**config.mk**
```make
export PLATFORM = sky130hd
export DESIGN_NAME = arsc_reg_status_ctrl
export DESIGN_NICKNAME = d
export VERILOG_FILES = /design/src/rtl/arsc_pkg.sv /design/src/rtl/arsc_pin_sync.sv /design/src/rtl/arsc_reg_status_ctrl.sv
export SDC_FILE = /design/constraint.sdc
export NUM_CORES = 1
export LEC_CHECK = 0
export ABC_AREA = 0
export BUFFER_PORTS_ARGS = -buffer_cell sky130_fd_sc_hd__buf_2
export CAP_MARGIN = 10
export CORE_ASPECT_RATIO = 1.1
export CORE_UTILIZATION = 51
export DETAILED_ROUTE_END_ITERATION = 8
export PLACE_DENSITY = 0.87
export SYNTH_ARGS = -nofsm -noshare
export SYNTH_HDL_FRONTEND = slang
export SYNTH_SLANG_ARGS = --single-unit
```
**constraint.sdc**
```tcl
create_clock -name sys_clk_i -period 2.05 [get_ports sys_clk_i]
set_clock_uncertainty 0.15 [all_clocks]
set_input_delay 0.1025 -clock sys_clk_i [delete_from_list [all_inputs] [get_ports sys_clk_i]]
set_output_delay 0.1025 -clock sys_clk_i [all_outputs]
set_load 0.05 [all_outputs]
```
**src/rtl/arsc_pkg.sv**
```systemverilog
// How it works
// - four-bit select picks status, three controls, result, four coefficients; 8 or 24 bits
// - status and result are read-only; controls and coefficients read and write
// - gain calibration overrange sets flag and pins self gain coefficient at maximum
// - rate field holds the rate of the held result or last calibration
// - over-range flag shows whether the held result was clipped high
// - under-range flag shows whether the held result was clipped low
// - modulator busy flag is high during conversion or any calibration
// - ready flag sets when a new result lands in the result register
// - unread result keeps ready; read result clears ready at next conversion start
// - result read during a running conversion clears ready right after the read
// - mains select bit one means 50Hz rates, zero means 60Hz rates
// - polarity bit one selects unipolar range, zero selects bipolar range
// - clock source bit one selects external clock, zero internal oscillator
// - reference buffer bit enables buffers, zero powers down and bypasses them
// - input buffer bit enables signal buffers, zero powers down and bypasses them
// - bipolar coding is two's complement or offset binary; unipolar always straight
// - single conversion bit does one no-latency conversion then sleeps; resets to one
// - continuous mode discards the first three results after a start
// - ready line rises zero to one at end of conversion; host times reads
// - both shift MSB first; input sampled on rising, output changes on falling
package arsc_pkg;
  localparam logic [3:0]  SEL_STATUS   = 4'h0;
  localparam logic [3:0]  SEL_SETUP    = 4'h1;
  localparam logic [3:0]  SEL_PIN_IO   = 4'h2;
  localparam logic [3:0]  SEL_GAIN_CAL = 4'h3;
  localparam logic [3:0]  SEL_RESULT   = 4'h4;
  localparam logic [3:0]  SEL_SYS_OFS  = 4'h5;
  localparam logic [3:0]  SEL_SYS_GAIN = 4'h6;
  localparam logic [3:0]  SEL_SELF_OFS = 4'h7;
  localparam logic [3:0]  SEL_SELF_GAIN = 4'h8;
  localparam logic [3:0]  SEL_LAST_WIDE8 = 4'h3;
  localparam logic [2:0]  CMD_REG_ACCESS = 3'h6;
  localparam int          CMD_TOP_MSB  = 7;
  localparam int          CMD_TOP_LSB  = 5;
  localparam int          CMD_SEL_MSB  = 4;
  localparam int          CMD_SEL_LSB  = 1;
  localparam int          CMD_RD_BIT   = 0;
  localparam logic [7:0]  SETUP_RESET  = 8'h02;
  localparam logic [7:0]  PIN_IO_RESET = 8'h0f;
  localparam logic [7:0]  GAIN_CAL_RESET = 8'h1e;
  localparam logic [7:0]  SETUP_MASK   = 8'hfe;
  localparam logic [7:0]  GAIN_CAL_MASK = 8'hfe;
  localparam logic [23:0] WORD_RESET   = 24'h000000;
  localparam logic [23:0] SELF_GAIN_MAX = 24'hffffff;
  localparam int          SETUP_MAINS  = 7;
  localparam int          SETUP_UNIPOLAR = 6;
  localparam int          SETUP_CLOCK_SOURCE_SELECT = 5;
  localparam int          SETUP_REFERENCE_BUFFER_ENABLE = 4;
  localparam int          SETUP_INPUT_BUFFER_ENABLE = 3;
  localparam int          SETUP_FORMAT = 2;
  localparam int          SETUP_SINGLE = 1;
  localparam logic [4:0]  LAST_BIT_BYTE = 5'h07;
  localparam logic [4:0]  LAST_BIT_WORD = 5'h17;
  localparam logic [1:0]  LATENCY_RESULTS = 2'h3;
  localparam int          RESULT_MSB   = 23;
  localparam int          PIN_SCLK     = 0;
  localparam int          PIN_CS_N     = 1;
  localparam int          PIN_DIN      = 2;
  localparam int          PIN_COUNT    = 3;
endpackage

```
**src/rtl/arsc_pin_sync.sv**
```systemverilog
`timescale 1ns/1ns
module arsc_pin_sync
(
  // clock and reset
  input  wire logic                     sys_clk_i,
  input  wire logic                     rst_i,
  // raw pins
  input  wire logic [arsc_pkg::PIN_COUNT-1:0] pin_i,
  // synchronised level and edges
  output logic      [arsc_pkg::PIN_COUNT-1:0] level_o,
  output logic      [arsc_pkg::PIN_COUNT-1:0] rise_o,
  output logic      [arsc_pkg::PIN_COUNT-1:0] fall_o
);
  logic [arsc_pkg::PIN_COUNT-1:0] meta;
  logic [arsc_pkg::PIN_COUNT-1:0] sync;
  logic [arsc_pkg::PIN_COUNT-1:0] prev;
  logic [arsc_pkg::PIN_COUNT-1:0] next_meta;
  logic [arsc_pkg::PIN_COUNT-1:0] next_sync;
  logic [arsc_pkg::PIN_COUNT-1:0] next_prev;

  // idle pins reset high: chip select and clock idle high on this link
  always_comb
  begin
    next_meta = pin_i;
    next_sync = meta;
    next_prev = sync;
  end

  always_ff @(posedge sys_clk_i)
  begin
    if (rst_i)
    begin
      meta <= '1;
      sync <= '1;
      prev <= '1;
    end
    else
    begin
      meta <= next_meta;
      sync <= next_sync;
      prev <= next_prev;
    end
  end

  assign level_o = sync;
  assign rise_o  = sync & ~prev;
  assign fall_o  = ~sync & prev;
endmodule

```
**src/rtl/arsc_reg_status_ctrl.sv**
```systemverilog
`timescale 1ns/1ns
module arsc_reg_status_ctrl
(
  // clock and reset
  input  wire logic        sys_clk_i,
  input  wire logic        rst_i,
  // serial link pins
  input  wire logic        sclk_i,
  input  wire logic        cs_n_i,
  input  wire logic        din_i,
  output logic             rdy_dout_o,
  output logic             rdy_dout_oe_o,
  // converter core events
  input  wire logic        core_busy_i,
  input  wire logic        core_conv_start_i,
  input  wire logic        core_done_i,
  input  wire logic [23:0] core_result_i,
  input  wire logic        core_over_i,
  input  wire logic        core_under_i,
  input  wire logic [2:0]  core_rate_i,
  input  wire logic        core_cal_done_i,
  input  wire logic        core_cal_over_i,
  // control settings
  output logic             mains_frequency_select_o,
  output logic             unipolar_select_o,
  output logic             clock_source_select_o,
  output logic             reference_buffer_enable_o,
  output logic             input_buffer_enable_o,
  output logic             format_select_o,
  output logic             single_conversion_select_o,
  output logic [7:0]       pin_io_control_byte_o,
  output logic [7:0]       gain_calibration_control_byte_o,
  output logic [23:0]      system_offset_coefficient_o,
  output logic [23:0]      system_gain_coefficient_o,
  output logic [23:0]      self_cal_offset_coefficient_o,
  output logic [23:0]      self_cal_gain_coefficient_o
);
  typedef enum logic [2:0] {ST_IDLE, ST_CMD, ST_READ, ST_WRITE, ST_SKIP} arsc_state_t;

  function automatic logic [4:0] last_bit(input logic [3:0] sel);
    last_bit = (sel <= arsc_pkg::SEL_LAST_WIDE8) ? arsc_pkg::LAST_BIT_BYTE
                                                 : arsc_pkg::LAST_BIT_WORD;
  endfunction

  // raw core result is two's complement
  function automatic logic [23:0] code_result(input logic [23:0] raw,
                                              input logic unipolar,
                                              input logic offset_bin);
    code_result = raw;
    if (unipolar || offset_bin)
      code_result[arsc_pkg::RESULT_MSB] = ~raw[arsc_pkg::RESULT_MSB];
  endfunction

  logic [arsc_pkg::PIN_COUNT-1:0] pin_lvl;
  logic [arsc_pkg::PIN_COUNT-1:0] pin_rise;
  logic [arsc_pkg::PIN_COUNT-1:0] pin_fall;

  arsc_pin_sync u_sync
  (
    .sys_clk_i (sys_clk_i),
    .rst_i     (rst_i),
    .pin_i     ({din_i, cs_n_i, sclk_i}),
    .level_o   (pin_lvl),
    .rise_o    (pin_rise),
    .fall_o    (pin_fall)
  );

  logic cs_act;
  logic sck_rise;
  logic sck_fall;
  logic din_s;
  assign cs_act   = ~pin_lvl[arsc_pkg::PIN_CS_N];
  assign sck_rise = cs_act & pin_rise[arsc_pkg::PIN_SCLK];
  assign sck_fall = cs_act & pin_fall[arsc_pkg::PIN_SCLK];
  assign din_s    = pin_lvl[arsc_pkg::PIN_DIN];

  // link state
  arsc_state_t state;
  arsc_state_t next_state;
  logic [4:0]  cnt;
  logic [4:0]  next_cnt;
  logic [23:0] shreg;
  logic [23:0] next_shreg;
  logic [3:0]  sel;
  logic [3:0]  next_sel;
  logic        dout;
  logic        next_dout;
  logic        wr_commit;
  logic        data_read_done;
  logic [7:0]  cmd_byte;
  logic [23:0] rd_value;

  // register state
  logic [7:0]  setup;
  logic [7:0]  next_setup;
  logic [7:0]  pin_io;
  logic [7:0]  next_pin_io;
  logic [7:0]  gain_cal;
  logic [7:0]  next_gain_cal;
  logic [23:0] sys_ofs;
  logic [23:0] next_sys_ofs;
  logic [23:0] sys_gain;
  logic [23:0] next_sys_gain;
  logic [23:0] self_ofs;
  logic [23:0] next_self_ofs;
  logic [23:0] self_gain;
  logic [23:0] next_self_gain;
  logic [23:0] result;
  logic [23:0] next_result;
  logic        cal_over;
  logic        next_cal_over;
  logic [2:0]  rate;
  logic [2:0]  next_rate;
  logic        over;
  logic        next_over;
  logic        under;
  logic        next_under;
  logic        rdy;
  logic        next_rdy;
  logic        read_seen;
  logic        next_read_seen;
  logic [1:0]  discard;
  logic [1:0]  next_discard;
  logic        accept;
  logic [7:0]  status_byte;

  assign status_byte = {cal_over, rate, over, under, core_busy_i, rdy};
  assign cmd_byte    = {shreg[6:0], din_s};

  always_comb
  begin
    rd_value = 24'h000000;
    unique case (sel)
      arsc_pkg::SEL_STATUS:    rd_value = {status_byte, 16'h0000};
      arsc_pkg::SEL_SETUP:     rd_value = {setup, 16'h0000};
      arsc_pkg::SEL_PIN_IO:    rd_value = {pin_io, 16'h0000};
      arsc_pkg::SEL_GAIN_CAL:  rd_value = {gain_cal, 16'h0000};
      arsc_pkg::SEL_RESULT:    rd_value = result;
      arsc_pkg::SEL_SYS_OFS:   rd_value = sys_ofs;
      arsc_pkg::SEL_SYS_GAIN:  rd_value = sys_gain;
      arsc_pkg::SEL_SELF_OFS:  rd_value = self_ofs;
      arsc_pkg::SEL_SELF_GAIN: rd_value = self_gain;
      default:                 rd_value = 24'h000000;
    endcase
  end

  // serial framing: command byte, then data bits MSB first
  always_comb
  begin
    next_state     = state;
    next_cnt       = cnt;
    next_shreg     = shreg;
    next_sel       = sel;
    next_dout      = dout;
    wr_commit      = 1'b0;
    data_read_done = 1'b0;
    if (!cs_act)
    begin
      next_state = ST_IDLE;
      next_cnt   = 5'h00;
    end
    else
    begin
      unique case (state)
        ST_IDLE:
        begin
          next_state = ST_CMD;
          next_cnt   = 5'h00;
        end
        ST_CMD:
        begin
          if (sck_rise)
          begin
            next_shreg = {shreg[22:0], din_s};
            next_cnt   = cnt + 5'h01;
            if (cnt == arsc_pkg::LAST_BIT_BYTE)
            begin
              next_cnt = 5'h00;
              next_sel = cmd_byte[arsc_pkg::CMD_SEL_MSB:arsc_pkg::CMD_SEL_LSB];
              if (cmd_byte[arsc_pkg::CMD_TOP_MSB:arsc_pkg::CMD_TOP_LSB]
                  != arsc_pkg::CMD_REG_ACCESS
                  || next_sel > arsc_pkg::SEL_SELF_GAIN)
                next_state = ST_SKIP;
              else if (cmd_byte[arsc_pkg::CMD_RD_BIT])
                next_state = ST_READ;
              else
                next_state = ST_WRITE;
            end
          end
        end
        ST_READ:
        begin
          if (cnt == 5'h00 && sck_fall)
          begin
            next_dout  = rd_value[arsc_pkg::RESULT_MSB];
            next_shreg = {rd_value[22:0], 1'b0};
          end
          else if (sck_fall)
          begin
            next_dout  = shreg[arsc_pkg::RESULT_MSB];
            next_shreg = {shreg[22:0], 1'b0};
          end
          if (sck_rise)
          begin
            next_cnt = cnt + 5'h01;
            if (cnt == last_bit(sel))
            begin
              next_state     = ST_CMD;
              next_cnt       = 5'h00;
              data_read_done = (sel == arsc_pkg::SEL_RESULT);
            end
          end
        end
        ST_WRITE:
        begin
          if (sck_rise)
          begin
            next_shreg = {shreg[22:0], din_s};
            next_cnt   = cnt + 5'h01;
            if (cnt == last_bit(sel))
            begin
              wr_commit  = 1'b1;
              next_state = ST_CMD;
              next_cnt   = 5'h00;
            end
          end
        end
        ST_SKIP:
        begin
          next_state = ST_SKIP;
        end
      endcase
    end
    if (state != ST_READ || !cs_act)
      next_dout = rdy;
  end

  always_ff @(posedge sys_clk_i)
  begin
    if (rst_i)
    begin
      state <= ST_IDLE;
      cnt   <= 5'h00;
      shreg <= 24'h000000;
      sel   <= 4'h0;
      dout  <= 1'b0;
    end
    else
    begin
      state <= next_state;
      cnt   <= next_cnt;
      shreg <= next_shreg;
      sel   <= next_sel;
      dout  <= next_dout;
    end
  end

  // register file, status flags and ready tracking
  always_comb
  begin
    next_setup     = setup;
    next_pin_io    = pin_io;
    next_gain_cal  = gain_cal;
    next_sys_ofs   = sys_ofs;
    next_sys_gain  = sys_gain;
    next_self_ofs  = self_ofs;
    next_self_gain = self_gain;
    next_result    = result;
    next_cal_over  = cal_over;
    next_rate      = rate;
    next_over      = over;
    next_under     = under;
    next_rdy       = rdy;
    next_read_seen = read_seen;
    next_discard   = discard;
    accept         = 1'b0;
    if (wr_commit)
    begin
      // status and result selects fall through unchanged
      unique case (sel)
        arsc_pkg::SEL_SETUP:     next_setup = next_shreg[7:0] & arsc_pkg::SETUP_MASK;
        arsc_pkg::SEL_PIN_IO:    next_pin_io = next_shreg[7:0];
        arsc_pkg::SEL_GAIN_CAL:  next_gain_cal = next_shreg[7:0] & arsc_pkg::GAIN_CAL_MASK;
        arsc_pkg::SEL_SYS_OFS:   next_sys_ofs = next_shreg;
        arsc_pkg::SEL_SYS_GAIN:  next_sys_gain = next_shreg;
        arsc_pkg::SEL_SELF_OFS:  next_self_ofs = next_shreg;
        arsc_pkg::SEL_SELF_GAIN: next_self_gain = next_shreg;
        default:                 next_result = result;
      endcase
    end
    if (core_cal_done_i)
    begin
      next_cal_over = core_cal_over_i;
      next_rate     = core_rate_i;
      if (core_cal_over_i)
        next_self_gain = arsc_pkg::SELF_GAIN_MAX;
    end
    if (data_read_done)
    begin
      if (core_busy_i)
        next_rdy = 1'b0;
      else
        next_read_seen = 1'b1;
    end
    if (core_conv_start_i)
    begin
      if (read_seen)
        next_rdy = 1'b0;
      next_read_seen = 1'b0;
      next_discard   = setup[arsc_pkg::SETUP_SINGLE] ? 2'h0 : arsc_pkg::LATENCY_RESULTS;
    end
    if (core_done_i)
    begin
      if (discard != 2'h0)
        next_discard = discard - 2'h1;
      else
        accept = 1'b1;
    end
    if (accept)
    begin
      next_result = code_result(core_result_i, setup[arsc_pkg::SETUP_UNIPOLAR],
                                setup[arsc_pkg::SETUP_FORMAT]);
      next_over      = core_over_i;
      next_under     = core_under_i;
      next_rate      = core_rate_i;
      next_rdy       = 1'b1;
      next_read_seen = 1'b0;
    end
  end

  always_ff @(posedge sys_clk_i)
  begin
    if (rst_i)
    begin
      setup     <= arsc_pkg::SETUP_RESET;
      pin_io    <= arsc_pkg::PIN_IO_RESET;
      gain_cal  <= arsc_pkg::GAIN_CAL_RESET;
      sys_ofs   <= arsc_pkg::WORD_RESET;
      sys_gain  <= arsc_pkg::WORD_RESET;
      self_ofs  <= arsc_pkg::WORD_RESET;
      self_gain <= arsc_pkg::WORD_RESET;
      result    <= arsc_pkg::WORD_RESET;
      cal_over  <= 1'b0;
      rate      <= 3'h0;
      over      <= 1'b0;
      under     <= 1'b0;
      rdy       <= 1'b0;
      read_seen <= 1'b0;
      discard   <= 2'h0;
    end
    else
    begin
      setup     <= next_setup;
      pin_io    <= next_pin_io;
      gain_cal  <= next_gain_cal;
      sys_ofs   <= next_sys_ofs;
      sys_gain  <= next_sys_gain;
      self_ofs  <= next_self_ofs;
      self_gain <= next_self_gain;
      result    <= next_result;
      cal_over  <= next_cal_over;
      rate      <= next_rate;
      over      <= next_over;
      under     <= next_under;
      rdy       <= next_rdy;
      read_seen <= next_read_seen;
      discard   <= next_discard;
    end
  end

  assign rdy_dout_o                      = dout;
  assign rdy_dout_oe_o                   = cs_act;
  assign mains_frequency_select_o        = setup[arsc_pkg::SETUP_MAINS];
  assign unipolar_select_o               = setup[arsc_pkg::SETUP_UNIPOLAR];
  assign clock_source_select_o           = setup[arsc_pkg::SETUP_CLOCK_SOURCE_SELECT];
  assign reference_buffer_enable_o       = setup[arsc_pkg::SETUP_REFERENCE_BUFFER_ENABLE];
  assign input_buffer_enable_o           = setup[arsc_pkg::SETUP_INPUT_BUFFER_ENABLE];
  assign format_select_o                 = setup[arsc_pkg::SETUP_FORMAT];
  assign single_conversion_select_o      = setup[arsc_pkg::SETUP_SINGLE];
  assign pin_io_control_byte_o           = pin_io;
  assign gain_calibration_control_byte_o = gain_cal;
  assign system_offset_coefficient_o     = sys_ofs;
  assign system_gain_coefficient_o       = sys_gain;
  assign self_cal_offset_coefficient_o   = self_ofs;
  assign self_cal_gain_coefficient_o     = self_gain;
endmodule

```
==> flow_metrics.tcl, run 1 <==
set metrics [dict create \
    h-tree-depth 4 \
    ys_types 80 \
    worstEndpointType "sequential cell input" \
    status "stopped before the end" \
    root_buffer "clkbuf_16" \
    avgSynthCellArea_um2 9.10 \
    synth_cells 1010 \
    stop_stage "global routing (5_1_grt)" \
    synth_nets 1051 \
    async_flop_share 0 \
    ys.flop_type "dfxtp_1" \
    overflow 7 \
    seq_area_frac_synth 0.427 \
    clock_sinks 196 \
    track_usage 0.670 \
    postGrtWorstEndpoint "self_cal_offset_coefficient_o[1]$_SDFFE_PP0P_/D" \
    cts_inserted_buffers 17 \
    ioPinCount 160 \
    start_util 0.520 \
    netlist_area_mm2 0.00919 \
    die_y_um 143 \
    first-error "[ERROR GRT-0232] Routing congestion too high. Check the congestion heatmap in the GUI." \
    rows 51 \
    synth_edf_count 0 \
    yosysWarnings 0 \
    hpwl_mm 21.8 \
    die_width_um 130 \
    gp_congestion 0.922 \
    cts_max_path_buffers 2 \
    dp_slack_ps -330 \
    ys_ff_latch 196 \
    port_buffers 158 \
    grt_max_degree 127 \
]
==> cells by family after synthesis <==
kind of cell | synth area share
adder cells (fa/ha/maj) | 0.00272
XOR/XNOR | 0.00286
buffers and inverters | 0.0647
AND/OR/NAND/NOR | 0.184
multiplexers | 0.0615
other | 0.000408
AO/OA/AOI/OAI | 0.257
flip-flops | 0.427
==> synthesized netlist by cell type, drive strengths merged (4+ instances only) <==
master  count  area [um2]
and3        6        37.5
nor3b       7        73.8
a22o       16         140
a211oi     94         726
o21ai      17        85.1
a22oi      22         165
dfxtp     196        3920
mux2       32         360
buf        42         283
a311oi      5        43.8
and3b       5        43.8
nor2b       9        56.3
o221ai     11        96.3
clkbuf     48         180
nand4       8        50.1
a221oi     25         244
a221o       7        70.1
and2        4        25.0
and4        4        35.0
nor4b       5        77.6
nand2b      6        37.5
a222oi      5        50.1
nor2      133         499
mux2i       7        70.1
nor3       16        85.1
o22ai       6        37.5
o21a       10        75.1
nor4        9         114
nand2      81         309
a21oi      50         250
nand3       6        30.0
a32oi       4        35.0
or2         8        50.1
inv        35         131
mux4        6         135
o211ai      7        52.6
o221a       7        78.8
nand3b     10        75.1
==> layer usage <==
layer / global-route usage / GRT overflow
met1: 0.680 / 0
met2: 0.835 / 3
met3: 0.492 / 0
met4: 0.679 / 4
met5: 0.185 / 0
==> through the flow <==
| step | TNS [ps] | std cells | util | area (um2) |
|---|---|---|---|---|
| 4_1_cts | -15960 | 1589 | 0.758 | 13400 |
| 3_5_place_dp | -21440 | 1465 | 0.639 | 11300 |
| 2_1_floorplan | -1660 | 1010 | - | 9350 |
| 3_3_place_gp | -17080 | 1465 | 0.639 | 11300 |
==> timing repair <==
item	CTS
endpoints found under the hold margin	37
hold buffers	42
pin swaps	39
endpoints found under the setup margin	147
gates cloned	14
gates resized for setup	106
buffers inserted	37
==> run 2, diff against run 1 <==
CORE_ASPECT_RATIO = not set   (was 1.1)
CORE_UTILIZATION = 40   (was 51)
PLACE_DENSITY = not set   (was 0.87)
PLACE_DENSITY_LB_ADDON = 0.15   (was not set)
clock period = 2.67 ns   (was 2.05 ns; I/O delays follow)
==> run 2 against run 1 <==
  * The flow now finishes without violations
  * Synthesized cell count is the same
  * Synthesized area is the same
==> flow_metrics.tcl, run 2 <==
set metrics [dict create \
    fp.dieArea_mm2 0.0236 \
    grt-busiest-layer "met2" \
    routed_wl_mm 32.3 \
    critical_path_cell_count 6 \
    clock_latency_ps 450 \
    peakVddDrop_uv 404 \
    crit_chain "buf_12 -> mux4_2 -> a221o_1 -> a222oi_1 -> buf_4 -> a221oi_1" \
    yosys.area.top_type "dfxtp_1" \
    period_share 0.952 \
    root_buffer "clkbuf_16" \
    min_period_ps 2540 \
    cts_inserted_buffers 17 \
    synthTopCellsByCount "dfxtp_1 (196), nor2_1 (133), a211oi_1 (90)" \
    holdWs_ps 271 \
    required_ps 2810 \
    timing.rr.start "sel[0]" \
    synth.most_common_cell "dfxtp_1" \
    wl_per_cell_um 21.4 \
    final_common_cell "dfxtp_1" \
    ant_nets 0 \
    finalPower_mw 6.12 \
    grt_pass1_wl_mm 49.2 \
    rows 55 \
    final_layout_size_suffix_gt1_frac 0.281 \
    grt_use_met1 0.377 \
    fmax_mhz 393 \
    async_flop_share 0 \
    netlist_area_mm2 0.00919 \
    hold_viol_final 0 \
    grt_use_met2 0.429 \
    diodes 0 \
    start_kind "flip-flop" \
    worst-path-buf-inv 2 \
    ys_ff_latch 196 \
    clkPwrFrac 0.432 \
    net-switching-power_mw 1.59 \
    p_seq_frac 0.495 \
    hp-start "u_sync.meta[2]" \
    worstSetupEndpointType "flip-flop" \
    final_nets 1254 \
    sw_frac_of_total 0.260 \
    clock_sinks 196 \
    final.fill_count 2168 \
    setup_viol 0 \
    drc 0 \
    dp_cells 1431 \
    worstSetupPathType "reg -> reg" \
    avgSynthCellArea_um2 9.10 \
    grt_max_degree 73 \
    max_cap_viol_count 0 \
    relSlewSlack 0.452 \
    synth_top_area_frac 0.427 \
    hold_path_depth 1 \
    ioPinCount 160 \
    critPathArrivalTime_ps 2690 \
    crit_path_top_delay_cell "dfxtp_2" \
    cts_max_path_buffers 2 \
    p_comb_frac 0.072 \
    cpPeakStageDelay_ps 640 \
    die_y_um 154 \
    status "complete, no violations" \
    power.density_mw_per_mm2 528 \
    overflow 0 \
    final_util 0.513 \
    rsz0062_at_grt "yes" \
    intPower_mw 4.52 \
    crit_start "sel[0]" \
    ys.flop_type "dfxtp_1" \
    die_width_um 154 \
    rr_worst_depth 6 \
    gp_congestion 0.893 \
    port_buffers 158 \
    viasPerCell 5.78 \
    worst_pin_slew_ps 815 \
    cpLargestDelayFamily "compound AO/OA/AOI/OAI gates" \
    grt_pass1_vias 8298 \
    yosysWarnings 0 \
    final-max-slew-violation-count 0 \
    dr.pass1.iters 6 \
    track_usage 0.273 \
    core_mm2 0.0226 \
    ys_types 80 \
    synth_edf_count 0 \
    seq_area_frac_synth 0.427 \
    most-common-layout-cells "dfxtp_1 (195), buf_2 (157), nor2_1 (133)" \
    antenna_found_initial 0 \
    syn_to_final_growth_pct 26.0 \
    hpwl_mm 22.2 \
    gr-usage-met3 0.0558 \
    ys_top_cells_by_area "dfxtp_1 (43%), a211oi_1 (7.3%), nor2_1 (5.4%)" \
    cts_tree "built" \
    hp-class "reg -> reg" \
    h-tree-depth 4 \
    synth_cells 1010 \
    drt_iter0_drc 749 \
    start_util 0.407 \
    power.leakage_nw 4.49 \
    synth_nets 1051 \
    final_cell_count_no_fill 1511 \
    crit_fanout 13 \
    clkTransAtPathRegs_ps 80 \
    num_vias 8730 \
]
run 2: path summary, 6_finish.rpt:
check / endpoint / slack, ps
setup / recovery: self_cal_gain_coefficient_o[13] / 130
hold / removal: u_sync.level_o[2] / 270
setup reg to reg: self_cal_gain_coefficient_o[13] / 130
hold reg to reg: u_sync.level_o[2] / 270
run 2: area by class of cell:
class                   count  area (um2)  area share
clock buffers              19         453      0.0391
inverters                  35         131      0.0113
multi-input cells         689        4690       0.405
flip-flops and latches    196        3930       0.339
repair buffers            274        1890       0.163
clock inverters            13         140      0.0121
well taps                 285         357      0.0308
run 2: per-layer routing:
| metal | vias up | part of all wire |
|---|---|---|
| li1 | 4159 | - |
| met2 | 344 | 0.45 |
| met5 | - | 0 |
| met3 | 42 | 0.070 |
| met4 | 0 | 0.020 |
| met1 | 4185 | 0.46 |
run 2: logic make-up (layout without fill, tap and decap cells):
family	count (synthesis)	in the layout	share of synthesized area
compound gates	311	311	0.257
xor+xnor	3	3	0.00286
fa+ha+maj	2	2	0.00272
buf+inv	125	341	0.0647
flops	196	196	0.427
mux	45	45	0.0615
other cells	1	1	0.000408
simple gates	327	327	0.184
run 2: worst reg2reg max path, delay by kind of cell, from the launching register on:
family	cells	cell delay (ps)
AO/OA/AOI/OAI	3	680
flip-flops	1	640
multiplexers	1	520
buffers and inverters	2	410
run 2: power by group through the flow:
stage,Combinational (mW),Clock (mW),Sequential [mW]
2_1_floorplan,0.182,0,3.17
3_3_place_gp,0.386,0,3.10
3_5_place_dp,0.390,0,3.10
4_1_cts,0.443,2.67,3.03
5_1_grt,0.479,2.80,3.04
6_report,0.443,2.64,3.03
run 2: timing repair:
action	in CTS	in global routing
pin swaps	0	1
setup buffers	0	1
endpoints found under the hold margin	53	0
cloned	0	1
hold buffers	46	0
gates resized for setup	1	1
setup endpoints to repair	1	17
run 2: metrics by stage:
| stage | TNS, ps | area (um2) | setup WS (ps) |
|---|---|---|---|
| 4_1_cts | 0 | 11500 | 82.7 |
| 3_3_place_gp | 0 | 10500 | 36.8 |
| 6_report | 0 | 11600 | 128 |
| 3_5_place_dp | 0 | 10500 | 7.91 |
| 5_1_grt | -233 | 11600 | -43.0 |
| 2_1_floorplan | 0 | 9190 | 439 |
(Power assumes the default switching activity.)
